==> config.mk <==
export PLATFORM = sky130hd
export DESIGN_NAME = blm_master_flat
export DESIGN_NICKNAME = d
export VERILOG_FILES = /design/src/logic/blm_pkg.sv /design/src/logic/blm_link_if.sv /design/src/logic/blm_master.sv /design/src/flat_wrapper.sv
export SDC_FILE = /design/constraint.sdc
export NUM_CORES = 1
export LEC_CHECK = 0
export BUFFER_PORTS_ARGS = -buffer_cell sky130_fd_sc_hd__buf_4
export CORE_ASPECT_RATIO = 0.75
export CORE_UTILIZATION = 43
export CTS_CLUSTER_SIZE = 8
export DETAILED_ROUTE_END_ITERATION = 6
export MAX_ROUTING_LAYER = met4
export SYNTH_ARGS = -nofsm -noshare
export SYNTH_HDL_FRONTEND = slang
export SYNTH_SLANG_ARGS = --single-unit
==> constraint.sdc <==
create_clock -name clk_i -period 9.4 [get_ports clk_i]
set_clock_uncertainty 0.05 [all_clocks]
set_input_delay 0.47 -clock clk_i [delete_from_list [all_inputs] [get_ports clk_i]]
set_output_delay 0.47 -clock clk_i [all_outputs]
set_load 0.03 [all_outputs]
==> src/logic/blm_pkg.sv <==
/*
  Shared constants and types of the boiler link: data point codes, status
  bit positions, timing figures and the minimum-charge states.
  Assumes a 25 MHz system clock on both ends.
*/
package blm_pkg;
  localparam int unsigned CLK_HZ = 25_000_000;
  localparam int unsigned TICK_S = 1;
  localparam int unsigned TICK_CYCLES_DEF = CLK_HZ * TICK_S;
  localparam int unsigned LINK_TIMEOUT_S = 60;
  localparam int unsigned MIN_RUN_MIN = 8;
  localparam int unsigned MIN_RUN_S = MIN_RUN_MIN * 60;
  localparam int unsigned BLOCK_MIN = 10;
  localparam int unsigned BLOCK_S = BLOCK_MIN * 60;
  localparam logic [3:0] RSP_WAIT_LAST = 4'hf;
  localparam logic [2:0] POLL_LAST = 3'h7;

  // Data point codes
  localparam logic [7:0] ID_STATUS = 8'h00;
  localparam logic [7:0] ID_CH_SP = 8'h01;
  localparam logic [7:0] ID_SLV_CFG = 8'h03;
  localparam logic [7:0] ID_FAULT = 8'h05;
  localparam logic [7:0] ID_MOD_LIMIT = 8'h0e;
  localparam logic [7:0] ID_MOD_ACT = 8'h11;
  localparam logic [7:0] ID_HW_BOUNDS = 8'h30;
  localparam logic [7:0] ID_CH_BOUNDS = 8'h31;

  // Status and configuration bit positions
  localparam int unsigned ST_LB_FAULT = 0;
  localparam int unsigned ST_LB_CH_ACTIVE = 1;
  localparam int unsigned ST_LB_FLAME = 3;
  localparam int unsigned ST_HB_CH_REQ = 1;
  localparam int unsigned CFG_HB_SELF_BAL = 4;

  // Values in whole degrees or percent, fault code range and protocol variant
  localparam logic [7:0] MAX_REQ_C = 8'h78;
  localparam logic [7:0] SP_MIN_C = 8'h00;
  localparam logic [7:0] HW_SP_OFF = 8'h00;
  localparam logic [7:0] MOD_ZERO = 8'h00;
  localparam logic [7:0] MOD_FULL = 8'h64;
  localparam logic [7:0] FAULT_FIRST = 8'h01;
  localparam logic [7:0] FAULT_LAST = 8'h06;
  localparam logic PROTO_EXT = 1'b1;

  typedef enum logic [1:0] {
    BLM_MC_NORMAL = 2'b00,
    BLM_MC_BLOCK = 2'b01,
    BLM_MC_START = 2'b11,
    BLM_MC_RUN = 2'b10
  } blm_mc_state_t;
endpackage

==> src/logic/blm_link_if.sv <==
/*
  Frame-level link between controller (master) and boiler unit (slave).
  Requests and answers are one-cycle pulses on the common clock.
*/
`timescale 1ns/1ps
interface blm_link_if;
  logic req_valid;
  logic req_ext;
  logic req_write;
  logic [7:0] req_id;
  logic [15:0] req_data;
  logic rsp_valid;
  logic rsp_ok;
  logic [15:0] rsp_data;

  modport master (
    output req_valid, req_ext, req_write, req_id, req_data,
    input rsp_valid, rsp_ok, rsp_data
  );
  modport slave (
    input req_valid, req_ext, req_write, req_id, req_data,
    output rsp_valid, rsp_ok, rsp_data
  );
endinterface

==> src/logic/blm_master.sv <==
/*
  Controller end of the link: polls the boiler data points, clamps limits,
  watches the link, decodes faults and runs minimum-charge control.
  Assumes the slave answers within sixteen cycles of each request.
*/
`timescale 1ns/1ps
// Summary of operation
// - Frames carry only the extended protocol variant
// - Per-point valid flag gates dependent functions
// - Clamp own limits to boiler minimum/maximum
// - Night setpoint off disables hot-water charging
// - Report fault codes one to six, timestamped
// - Sixty seconds silent: link broken, red
// - Interlock code only when fault bit set
// - Status low bit1: heating control active
// - Status high bit1: heating requirement on
// - Heating setpoint acts only under requirement
// - Separate points: modulation limit, actual modulation
// - Short burn under demand enters minimum charge
// - Block with zero setpoint ten minutes
// - Then maximum request until flame returns
// - Short run again blocks; else end
// - Enter when flame off, release on, demand
// - Capacity control through modulation limit point
// - Blocking clears requirement, setpoint at minimum
// - No modulation: flame, then setpoint minus one
// - Modulation start: requirement, zero limit, maximum
// - Back to temperature after full cycle burn
// - Boiler self-balancing disables own algorithm
// - Status never written; flags ride read frame
module blm_master #(
  parameter int unsigned TICK_CYCLES = blm_pkg::TICK_CYCLES_DEF
) (
  // Clock and reset
  input wire logic clk_i,
  input wire logic reset_n_i,
  // Link
  blm_link_if.master link,
  // Controller settings
  input wire logic link_mode_i,
  input wire logic timers_clear_i,
  input wire logic mod_ctl_i,
  input wire logic [7:0] demand_i,
  input wire logic [7:0] capacity_i,
  input wire logic [7:0] hw_night_i,
  input wire logic [15:0] cycle_s_i,
  // Status
  output logic link_broken_o,
  output logic led_red_o,
  output logic [7:0] fault_code_o,
  output logic [15:0] fault_stamp_o,
  output logic fault_new_o,
  output logic [7:0] interlock_o,
  output logic mc_active_o,
  output logic hw_enable_o,
  output logic [7:0] hw_sp_o,
  output logic [7:0] sp_sent_o,
  output logic [7:0] mod_sent_o,
  output logic [7:0] points_valid_o
);
  typedef struct packed {
    logic req_valid;
    logic req_write;
    logic [7:0] req_id;
    logic [15:0] req_data;
    logic busy;
    logic [3:0] wait_cnt;
    logic [2:0] idx;
    logic [24:0] tick_cnt;
    logic [15:0] secs;
    logic [15:0] idle_s;
    logic [7:0] valid;
    logic [7:0] st_lb;
    logic [7:0] cfg_hb;
    logic [15:0] fault_word;
    logic [7:0] bmin;
    logic [7:0] bmax;
    logic [7:0] hwmin;
    logic [7:0] hwmax;
    blm_pkg::blm_mc_state_t mc;
    logic mc_act;
    logic [15:0] mc_timer;
    logic [15:0] flame_run;
    logic flame_d;
    logic short_burn;
    logic req_bit;
    logic [7:0] sp;
    logic [7:0] mod;
    logic broken;
    logic [7:0] fault_code;
    logic [15:0] fault_stamp;
    logic fault_new;
    logic [7:0] interlock;
    logic hw_en;
    logic [7:0] hw_sp;
  } blm_mst_t;

  blm_mst_t st, next_st;
  logic tick;
  logic flame;
  logic mc_allow;
  logic [7:0] dem;
  logic [7:0] max_req;
  logic [15:0] done_s;

  // Poll list: index to data point
  function automatic logic [7:0] poll_id(input logic [2:0] i);
    case (i)
      3'h0: poll_id = blm_pkg::ID_STATUS;
      3'h1: poll_id = blm_pkg::ID_CH_SP;
      3'h2: poll_id = blm_pkg::ID_MOD_LIMIT;
      3'h3: poll_id = blm_pkg::ID_SLV_CFG;
      3'h4: poll_id = blm_pkg::ID_FAULT;
      3'h5: poll_id = blm_pkg::ID_MOD_ACT;
      3'h6: poll_id = blm_pkg::ID_CH_BOUNDS;
      default: poll_id = blm_pkg::ID_HW_BOUNDS;
    endcase
  endfunction

  function automatic logic [7:0] clamp(input logic [7:0] v, input logic [7:0] lo,
                                       input logic [7:0] hi);
    clamp = (v < lo) ? lo : ((v > hi) ? hi : v);
  endfunction

  always_comb begin
    next_st = st;
    next_st.req_valid = 1'b0;
    next_st.fault_new = 1'b0;
    flame = st.st_lb[blm_pkg::ST_LB_FLAME];
    // Only after the bounds arrived are they trusted
    dem = st.valid[6] ? clamp(demand_i, st.bmin, st.bmax) : demand_i;
    max_req = st.valid[6] ? st.bmax : blm_pkg::MAX_REQ_C;
    mc_allow = st.valid[0] && st.valid[3] && !st.cfg_hb[blm_pkg::CFG_HB_SELF_BAL];
    done_s = (cycle_s_i > 16'(blm_pkg::MIN_RUN_S)) ? cycle_s_i : 16'(blm_pkg::MIN_RUN_S);

    // One-second tick and second counters
    tick = (st.tick_cnt == 25'(TICK_CYCLES - 1));
    next_st.tick_cnt = tick ? 25'h0 : st.tick_cnt + 25'h1;
    if (tick) begin
      next_st.secs = st.secs + 16'h1;
      if (st.idle_s < 16'(blm_pkg::LINK_TIMEOUT_S)) begin
        next_st.idle_s = st.idle_s + 16'h1;
      end
      if (flame && st.flame_run != 16'hffff) begin
        next_st.flame_run = st.flame_run + 16'h1;
      end
      next_st.mc_timer = st.mc_timer + 16'h1;
    end
    next_st.flame_d = flame;
    if (st.flame_d && !flame) begin
      next_st.short_burn = st.flame_run < 16'(blm_pkg::MIN_RUN_S);
      next_st.flame_run = 16'h0;
    end

    // Polling engine
    if (!st.busy) begin
      next_st.req_valid = 1'b1;
      next_st.busy = 1'b1;
      next_st.wait_cnt = 4'h0;
      next_st.req_id = poll_id(st.idx);
      // Status goes as a read carrying our flags
      next_st.req_write = (poll_id(st.idx) == blm_pkg::ID_CH_SP) ||
                          (poll_id(st.idx) == blm_pkg::ID_MOD_LIMIT);
      case (poll_id(st.idx))
        blm_pkg::ID_STATUS: next_st.req_data = {6'h00, st.req_bit, 1'b0, 8'h00};
        blm_pkg::ID_CH_SP: next_st.req_data = {st.sp, 8'h00};
        blm_pkg::ID_MOD_LIMIT: next_st.req_data = {st.mod, 8'h00};
        default: next_st.req_data = 16'h0000;
      endcase
    end else if (link.rsp_valid || st.wait_cnt == blm_pkg::RSP_WAIT_LAST) begin
      next_st.busy = 1'b0;
      next_st.idx = (st.idx == blm_pkg::POLL_LAST) ? 3'h0 : st.idx + 3'h1;
      if (link.rsp_valid && link.rsp_ok) begin
        next_st.valid[st.idx] = 1'b1;
        next_st.idle_s = 16'h0;
        case (st.req_id)
          blm_pkg::ID_STATUS: next_st.st_lb = link.rsp_data[7:0];
          blm_pkg::ID_SLV_CFG: next_st.cfg_hb = link.rsp_data[15:8];
          blm_pkg::ID_FAULT: begin
            next_st.fault_word = link.rsp_data;
            if (link.rsp_data[15:8] >= blm_pkg::FAULT_FIRST &&
                link.rsp_data[15:8] <= blm_pkg::FAULT_LAST) begin
              if (link.rsp_data[15:8] != st.fault_code) begin
                next_st.fault_new = 1'b1;
                next_st.fault_stamp = st.secs;
              end
              next_st.fault_code = link.rsp_data[15:8];
            end else begin
              next_st.fault_code = 8'h00;
            end
          end
          blm_pkg::ID_CH_BOUNDS: begin
            next_st.bmax = link.rsp_data[15:8];
            next_st.bmin = link.rsp_data[7:0];
          end
          blm_pkg::ID_HW_BOUNDS: begin
            next_st.hwmax = link.rsp_data[15:8];
            next_st.hwmin = link.rsp_data[7:0];
          end
          default: next_st.busy = 1'b0;
        endcase
      end
    end else begin
      next_st.wait_cnt = st.wait_cnt + 4'h1;
    end

    // Minimum-charge control
    case (st.mc)
      blm_pkg::BLM_MC_NORMAL: begin
        if (mc_allow && st.short_burn && !flame && st.st_lb[blm_pkg::ST_LB_CH_ACTIVE] &&
            dem > st.bmin) begin
          next_st.mc = blm_pkg::BLM_MC_BLOCK;
          next_st.mc_timer = 16'h0;
          next_st.short_burn = 1'b0;
        end
      end
      blm_pkg::BLM_MC_BLOCK: begin
        if (st.mc_timer >= 16'(blm_pkg::BLOCK_S)) begin
          next_st.mc = blm_pkg::BLM_MC_START;
        end
      end
      blm_pkg::BLM_MC_START: begin
        if (flame) begin
          next_st.mc = blm_pkg::BLM_MC_RUN;
        end
      end
      blm_pkg::BLM_MC_RUN: begin
        if (!flame) begin
          next_st.mc = (st.flame_run < 16'(blm_pkg::MIN_RUN_S)) ? blm_pkg::BLM_MC_BLOCK
                                                                : blm_pkg::BLM_MC_NORMAL;
          next_st.mc_timer = 16'h0;
          next_st.short_burn = 1'b0;
        end else if (st.flame_run >= done_s) begin
          next_st.mc = blm_pkg::BLM_MC_NORMAL;
        end
      end
      default: next_st.mc = blm_pkg::BLM_MC_NORMAL;
    endcase
    if (!mc_allow) begin
      next_st.mc = blm_pkg::BLM_MC_NORMAL;
    end
    next_st.mc_act = (next_st.mc != blm_pkg::BLM_MC_NORMAL);
    if (timers_clear_i) begin
      next_st.tick_cnt = 25'h0;
      next_st.idle_s = 16'h0;
      next_st.mc_timer = 16'h0;
      next_st.flame_run = 16'h0;
    end

    // Commands sent on the next poll round
    case (st.mc)
      blm_pkg::BLM_MC_BLOCK: begin
        next_st.req_bit = 1'b0;
        next_st.sp = blm_pkg::SP_MIN_C;
        next_st.mod = blm_pkg::MOD_FULL;
      end
      blm_pkg::BLM_MC_START: begin
        next_st.req_bit = 1'b1;
        next_st.sp = max_req;
        next_st.mod = mod_ctl_i ? blm_pkg::MOD_ZERO : blm_pkg::MOD_FULL;
      end
      blm_pkg::BLM_MC_RUN: begin
        next_st.req_bit = 1'b1;
        // Minus one kelvin keeps the burner on its lowest stage
        next_st.sp = (mod_ctl_i || dem == 8'h00) ? dem : dem - 8'h01;
        next_st.mod = mod_ctl_i ? capacity_i : blm_pkg::MOD_FULL;
      end
      default: begin
        next_st.req_bit = (dem != 8'h00);
        next_st.sp = dem;
        next_st.mod = blm_pkg::MOD_FULL;
      end
    endcase

    next_st.broken = link_mode_i && (st.idle_s >= 16'(blm_pkg::LINK_TIMEOUT_S));
    next_st.interlock = st.st_lb[blm_pkg::ST_LB_FAULT] ? st.fault_word[7:0] : 8'h00;
    next_st.hw_en = (hw_night_i != blm_pkg::HW_SP_OFF);
    next_st.hw_sp = st.valid[7] ? clamp(hw_night_i, st.hwmin, st.hwmax) : hw_night_i;
  end

  always_ff @(posedge clk_i or negedge reset_n_i) begin
    if (!reset_n_i) begin
      st <= '0;
    end else begin
      st <= next_st;
    end
  end

  assign link.req_valid = st.req_valid;
  assign link.req_ext = blm_pkg::PROTO_EXT;
  assign link.req_write = st.req_write;
  assign link.req_id = st.req_id;
  assign link.req_data = st.req_data;
  assign link_broken_o = st.broken;
  assign led_red_o = st.broken;
  assign fault_code_o = st.fault_code;
  assign fault_stamp_o = st.fault_stamp;
  assign fault_new_o = st.fault_new;
  assign interlock_o = st.interlock;
  assign mc_active_o = st.mc_act;
  assign hw_enable_o = st.hw_en;
  assign hw_sp_o = st.hw_sp;
  assign sp_sent_o = st.sp;
  assign mod_sent_o = st.mod;
  assign points_valid_o = st.valid;
endmodule

==> src/flat_wrapper.sv <==
// flat-port wrapper written by rule: the top's interface ports become plain ports
module blm_master_flat 
#(
  parameter int unsigned TICK_CYCLES = blm_pkg::TICK_CYCLES_DEF
)
  (clk_i, reset_n_i, link_mode_i, timers_clear_i, mod_ctl_i, demand_i, capacity_i, hw_night_i, cycle_s_i, link_broken_o, led_red_o, fault_code_o, fault_stamp_o, fault_new_o, interlock_o, mc_active_o, hw_enable_o, hw_sp_o, sp_sent_o, mod_sent_o, points_valid_o, link_req_valid, link_req_ext, link_req_write, link_req_id, link_req_data, link_rsp_valid, link_rsp_ok, link_rsp_data);
  blm_link_if link_i ();
  input wire logic clk_i;
  input wire logic reset_n_i;
  input wire logic link_mode_i;
  input wire logic timers_clear_i;
  input wire logic mod_ctl_i;
  input wire logic [7:0] demand_i;
  input wire logic [7:0] capacity_i;
  input wire logic [7:0] hw_night_i;
  input wire logic [15:0] cycle_s_i;
  output logic link_broken_o;
  output logic led_red_o;
  output logic [7:0] fault_code_o;
  output logic [15:0] fault_stamp_o;
  output logic fault_new_o;
  output logic [7:0] interlock_o;
  output logic mc_active_o;
  output logic hw_enable_o;
  output logic [7:0] hw_sp_o;
  output logic [7:0] sp_sent_o;
  output logic [7:0] mod_sent_o;
  output logic [7:0] points_valid_o;
  output wire logic [$bits(link_i.req_valid)-1:0] link_req_valid;
  output wire logic [$bits(link_i.req_ext)-1:0] link_req_ext;
  output wire logic [$bits(link_i.req_write)-1:0] link_req_write;
  output wire logic [$bits(link_i.req_id)-1:0] link_req_id;
  output wire logic [$bits(link_i.req_data)-1:0] link_req_data;
  input wire logic [$bits(link_i.rsp_valid)-1:0] link_rsp_valid;
  input wire logic [$bits(link_i.rsp_ok)-1:0] link_rsp_ok;
  input wire logic [$bits(link_i.rsp_data)-1:0] link_rsp_data;
  assign link_req_valid = link_i.req_valid;
  assign link_req_ext = link_i.req_ext;
  assign link_req_write = link_i.req_write;
  assign link_req_id = link_i.req_id;
  assign link_req_data = link_i.req_data;
  assign link_i.rsp_valid = link_rsp_valid;
  assign link_i.rsp_ok = link_rsp_ok;
  assign link_i.rsp_data = link_rsp_data;
  blm_master #(.TICK_CYCLES(TICK_CYCLES)) u_core (.clk_i(clk_i), .reset_n_i(reset_n_i), .link(link_i), .link_mode_i(link_mode_i), .timers_clear_i(timers_clear_i), .mod_ctl_i(mod_ctl_i), .demand_i(demand_i), .capacity_i(capacity_i), .hw_night_i(hw_night_i), .cycle_s_i(cycle_s_i), .link_broken_o(link_broken_o), .led_red_o(led_red_o), .fault_code_o(fault_code_o), .fault_stamp_o(fault_stamp_o), .fault_new_o(fault_new_o), .interlock_o(interlock_o), .mc_active_o(mc_active_o), .hw_enable_o(hw_enable_o), .hw_sp_o(hw_sp_o), .sp_sent_o(sp_sent_o), .mod_sent_o(mod_sent_o), .points_valid_o(points_valid_o));
endmodule
==> flow_summary_export.csv <==
group,metric,value,unit
sta,drv_slew,0,
sta,timing.slew.headroom,0.2857,
floorplanning,die_area,29360,um^2
cts,insertion_delay,0.51,ns
cts,cts_setup_buffers,0,
global_route,grt_max_degree,111,
sta,hold_ws,-0.005039,ns
cts,clock-sinks,230,
drt,vias_per_cell,5.230,
sta,fin_crit,4.305,ns
synth,synth.ff_latch_count,230,
setup_path,critPathRequiredTime,9.69,ns
layout,final_common_cell,"dfrtp_1",
cts,cts_buffers,34,
drt,wire_per_inst,16.95,um
pwr,p_leak,0.006819,uW
drt,drc_errors,0,
setup_path,crit_start,"u_core.st[116]",
floorplanning,initial_core_util,0.4384,
global_route,grt_usage,0.2153,
pwr,ir_drop,118.1,uV
drt,routed_wl,29.76,mm
setup_path,worst-r2r-cell-count,17,
setup_path,critPathCaptureType,"register",
global_route,antenna_found_initial,0,
layout,layout_common_cells,"230 x dfrtp_1, 175 x nand2_1, 154 x buf_4",
status,outcome,"finished with violations",
drt,num_vias,9179,
setup_path,rrSetupSlack,5.10,ns
layout,drive_above_1_share,0.1686,
sta,fin_tns_setup,0,ns
setup_path,path_class,"reg -> reg",
synth,yosysTopAreaCell,"dfrtp_1",
floorplanning,die_w,197.5,um
layout,syn2layout_area_growth,14.55,%
synth,yosysSeqAreaShare,0.4669,
setup_path,crit_fanout,16,
synth,syn_inst,1293,
synth,synthFlopType,"dfrtp_1",
floorplanning,placeableCoreArea,28120,um^2
synth,synth.distinct_cells,73,
cts,cts_resized,0,
layout,fillCellCount,2664,
place,io_buffers,147,
cts,path_clk_slew,0.05,ns
floorplanning,io_pins,159,
cts,cts_tree,"yes",
setup_path,cp_data_arrival_time,4.60,ns
sta,rsz0062_at_grt,"false",
status,failed_checks,"hold timing",
pwr,finalPower,3497,uW
cts,cts.htree.levels,2,
layout,seq_area,5756,um^2
global_route,grt_pass1_vias,8846,
synth,synthesis.area,12330,um^2
synth,synth_edf_count,0,
sta,fmax,232.3,MHz
cts,ctsHoldBuffers,0,
floorplanning,die_y,148.6,um
drt,ant_nets,0,
synth,async_reset_ff_frac,1.000,
run,drv_cap,0,
place,gp_congestion,0.8839,
layout,multi_input_area,5540,um^2
global_route,gr-total-overflow,0,
drt,drtPass1Iterations,5,
synth,avgSynthCellArea,9.534,um^2
synth,yosysTopAreaCellShare,0.4669,
setup_path,crit_path_start_kind,"register",
sta,period_share,0.4580,
global_route,grt_pass1_wl,48.29,mm
drt,drt_iter0_markers,599,
setup_path,r2r_end,"u_core.st[90]",
layout,nets,1499,
synth,synthTopCellsByArea,"dfrtp_1 47%, ha_1 7.0%, buf_4 5.5%",
sta,tightest_slew,1.064,ns
setup_path,r2r-start,"u_core.st[116]",
place,dpl.hpwl,21.82,mm
layout,final_core_util,0.5022,
cts,cts_root_buf,"clkbuf_16",
layout,insertedDiodeCount,0,
synth,ys.warnings.count,0,
floorplanning,rows,53,
sta,hold_viol_final,1,
cts,clock_tree.buffer_depth,3,
min_path,min_path_type,"in -> async",
pwr,power_density,247.7,nW/um^2
sta,setup_viol,0,
## registers in the layout, indices dropped and copies added, names as in the netlist
name and cells:
u_core.st 145, u_core.fault_stamp_o 16, u_core.fault_code_o 8, u_core.hw_sp_o 8, u_core.interlock_o 8, u_core.link.req_data 8
u_core.mod_sent_o 8, u_core.points_valid_o 8, u_core.sp_sent_o 8, u_core.link.req_id 6, u_core.fault_new_o 1, u_core.flame 1
u_core.hw_enable_o 1, u_core.led_red_o 1, u_core.link.req_valid 1, u_core.link.req_write 1, u_core.mc_active_o 1
## where the power goes
| group | switching [uW] | leakage (uW) | internal [uW] |
|---|---|---|---|
| registers | 169 | 0.00295 | 1170 |
| logic | 671 | 0.00342 | 415 |
| clock network | 418 | 0.000447 | 659 |
## area by class of cell
cell class	instances	share of cell area
timing repair buffer	155	0.08294
sequential	230	0.4076
clock buffer	37	0.06256
multi-input combinational	878	0.3924
clock inverter	2	0.002304
inverter	68	0.01808
tap	385	0.03412
## kinds of logic after synthesis
| group | after synthesis | share of synthesized area |
|---|---|---|
| other cells | 2 | 0.0006092 |
| fa+ha+maj | 69 | 0.07004 |
| simple gates | 495 | 0.1973 |
| buf+inv | 194 | 0.08719 |
| xor+xnor | 73 | 0.05187 |
| flops | 230 | 0.4669 |
| compound gates | 209 | 0.1074 |
| mux | 21 | 0.01868 |
## routing by layer
metal	part of all wire	track usage
met5	0	-
met4	0.015	0.05426
met3	0.061	0.03855
met2	0.42	0.2949
met1	0.51	0.3246
## metrics by stage
stage	instances	setup WS, ns	cell area, um^2
after floorplan	1302	5.333	12360
after global placement	1716	5.039	13200
after detailed placement	1716	4.982	13200
after CTS	1755	5.119	14120
after global routing	1755	4.576	14120
final	1755	5.095	14120
## how the worst max path moves through the flow
stage	end	slack [ns]
after floorplan	u_core.st[83]	5.33
after global placement	u_core.st[78]	5.04
after detailed placement	u_core.st[85]	4.98
after CTS	u_core.st[85]	5.12
after global routing	u_core.st[91]	4.58
final	u_core.st[90]	5.10
## cells in the mapped netlist, types with 5 or more instances
cell type / count
nor3_1: 18
and2_1: 26
mux2i_1: 5
or3_1: 10
and4_1: 5
buf_4: 90
o21a_1: 7
ha_1: 69
clkbuf_1: 31
a21oi_1: 41
inv_1: 65
nor2b_1: 16
mux2_2: 16
xnor2_1: 30
xor2_1: 43
nand2b_1: 7
nor4_1: 17
dfrtp_1: 230
and3_1: 25
o22a_1: 5
nand2_1: 175
o21ai_0: 72
a31oi_1: 15
nor2_1: 101
nand4_1: 26
nand3_1: 40
a211oi_1: 7
a22oi_1: 7
or2_2: 5
or4_1: 5
a21o_1: 16
## worst max-delay path, cell delays in order, from the launching register on
cell and delay (ns):
dfrtp_1 0.35, inv_1 0.12, ha_1 0.29, and3_1 0.23
a221oi_2 0.29, o2bb2ai_2 0.17, o21a_1 0.28, o22ai_1 0.35
inv_1 0.15, ha_1 0.33, o21a_1 0.12, o21ai_0 0.07
nand2b_1 0.08, a21oi_1 0.06, o21ai_0 0.14, nor4b_1 0.40
or3_1 0.55, nor2_1 0.11
Note: power is estimated with default switching activity, not from simulation.
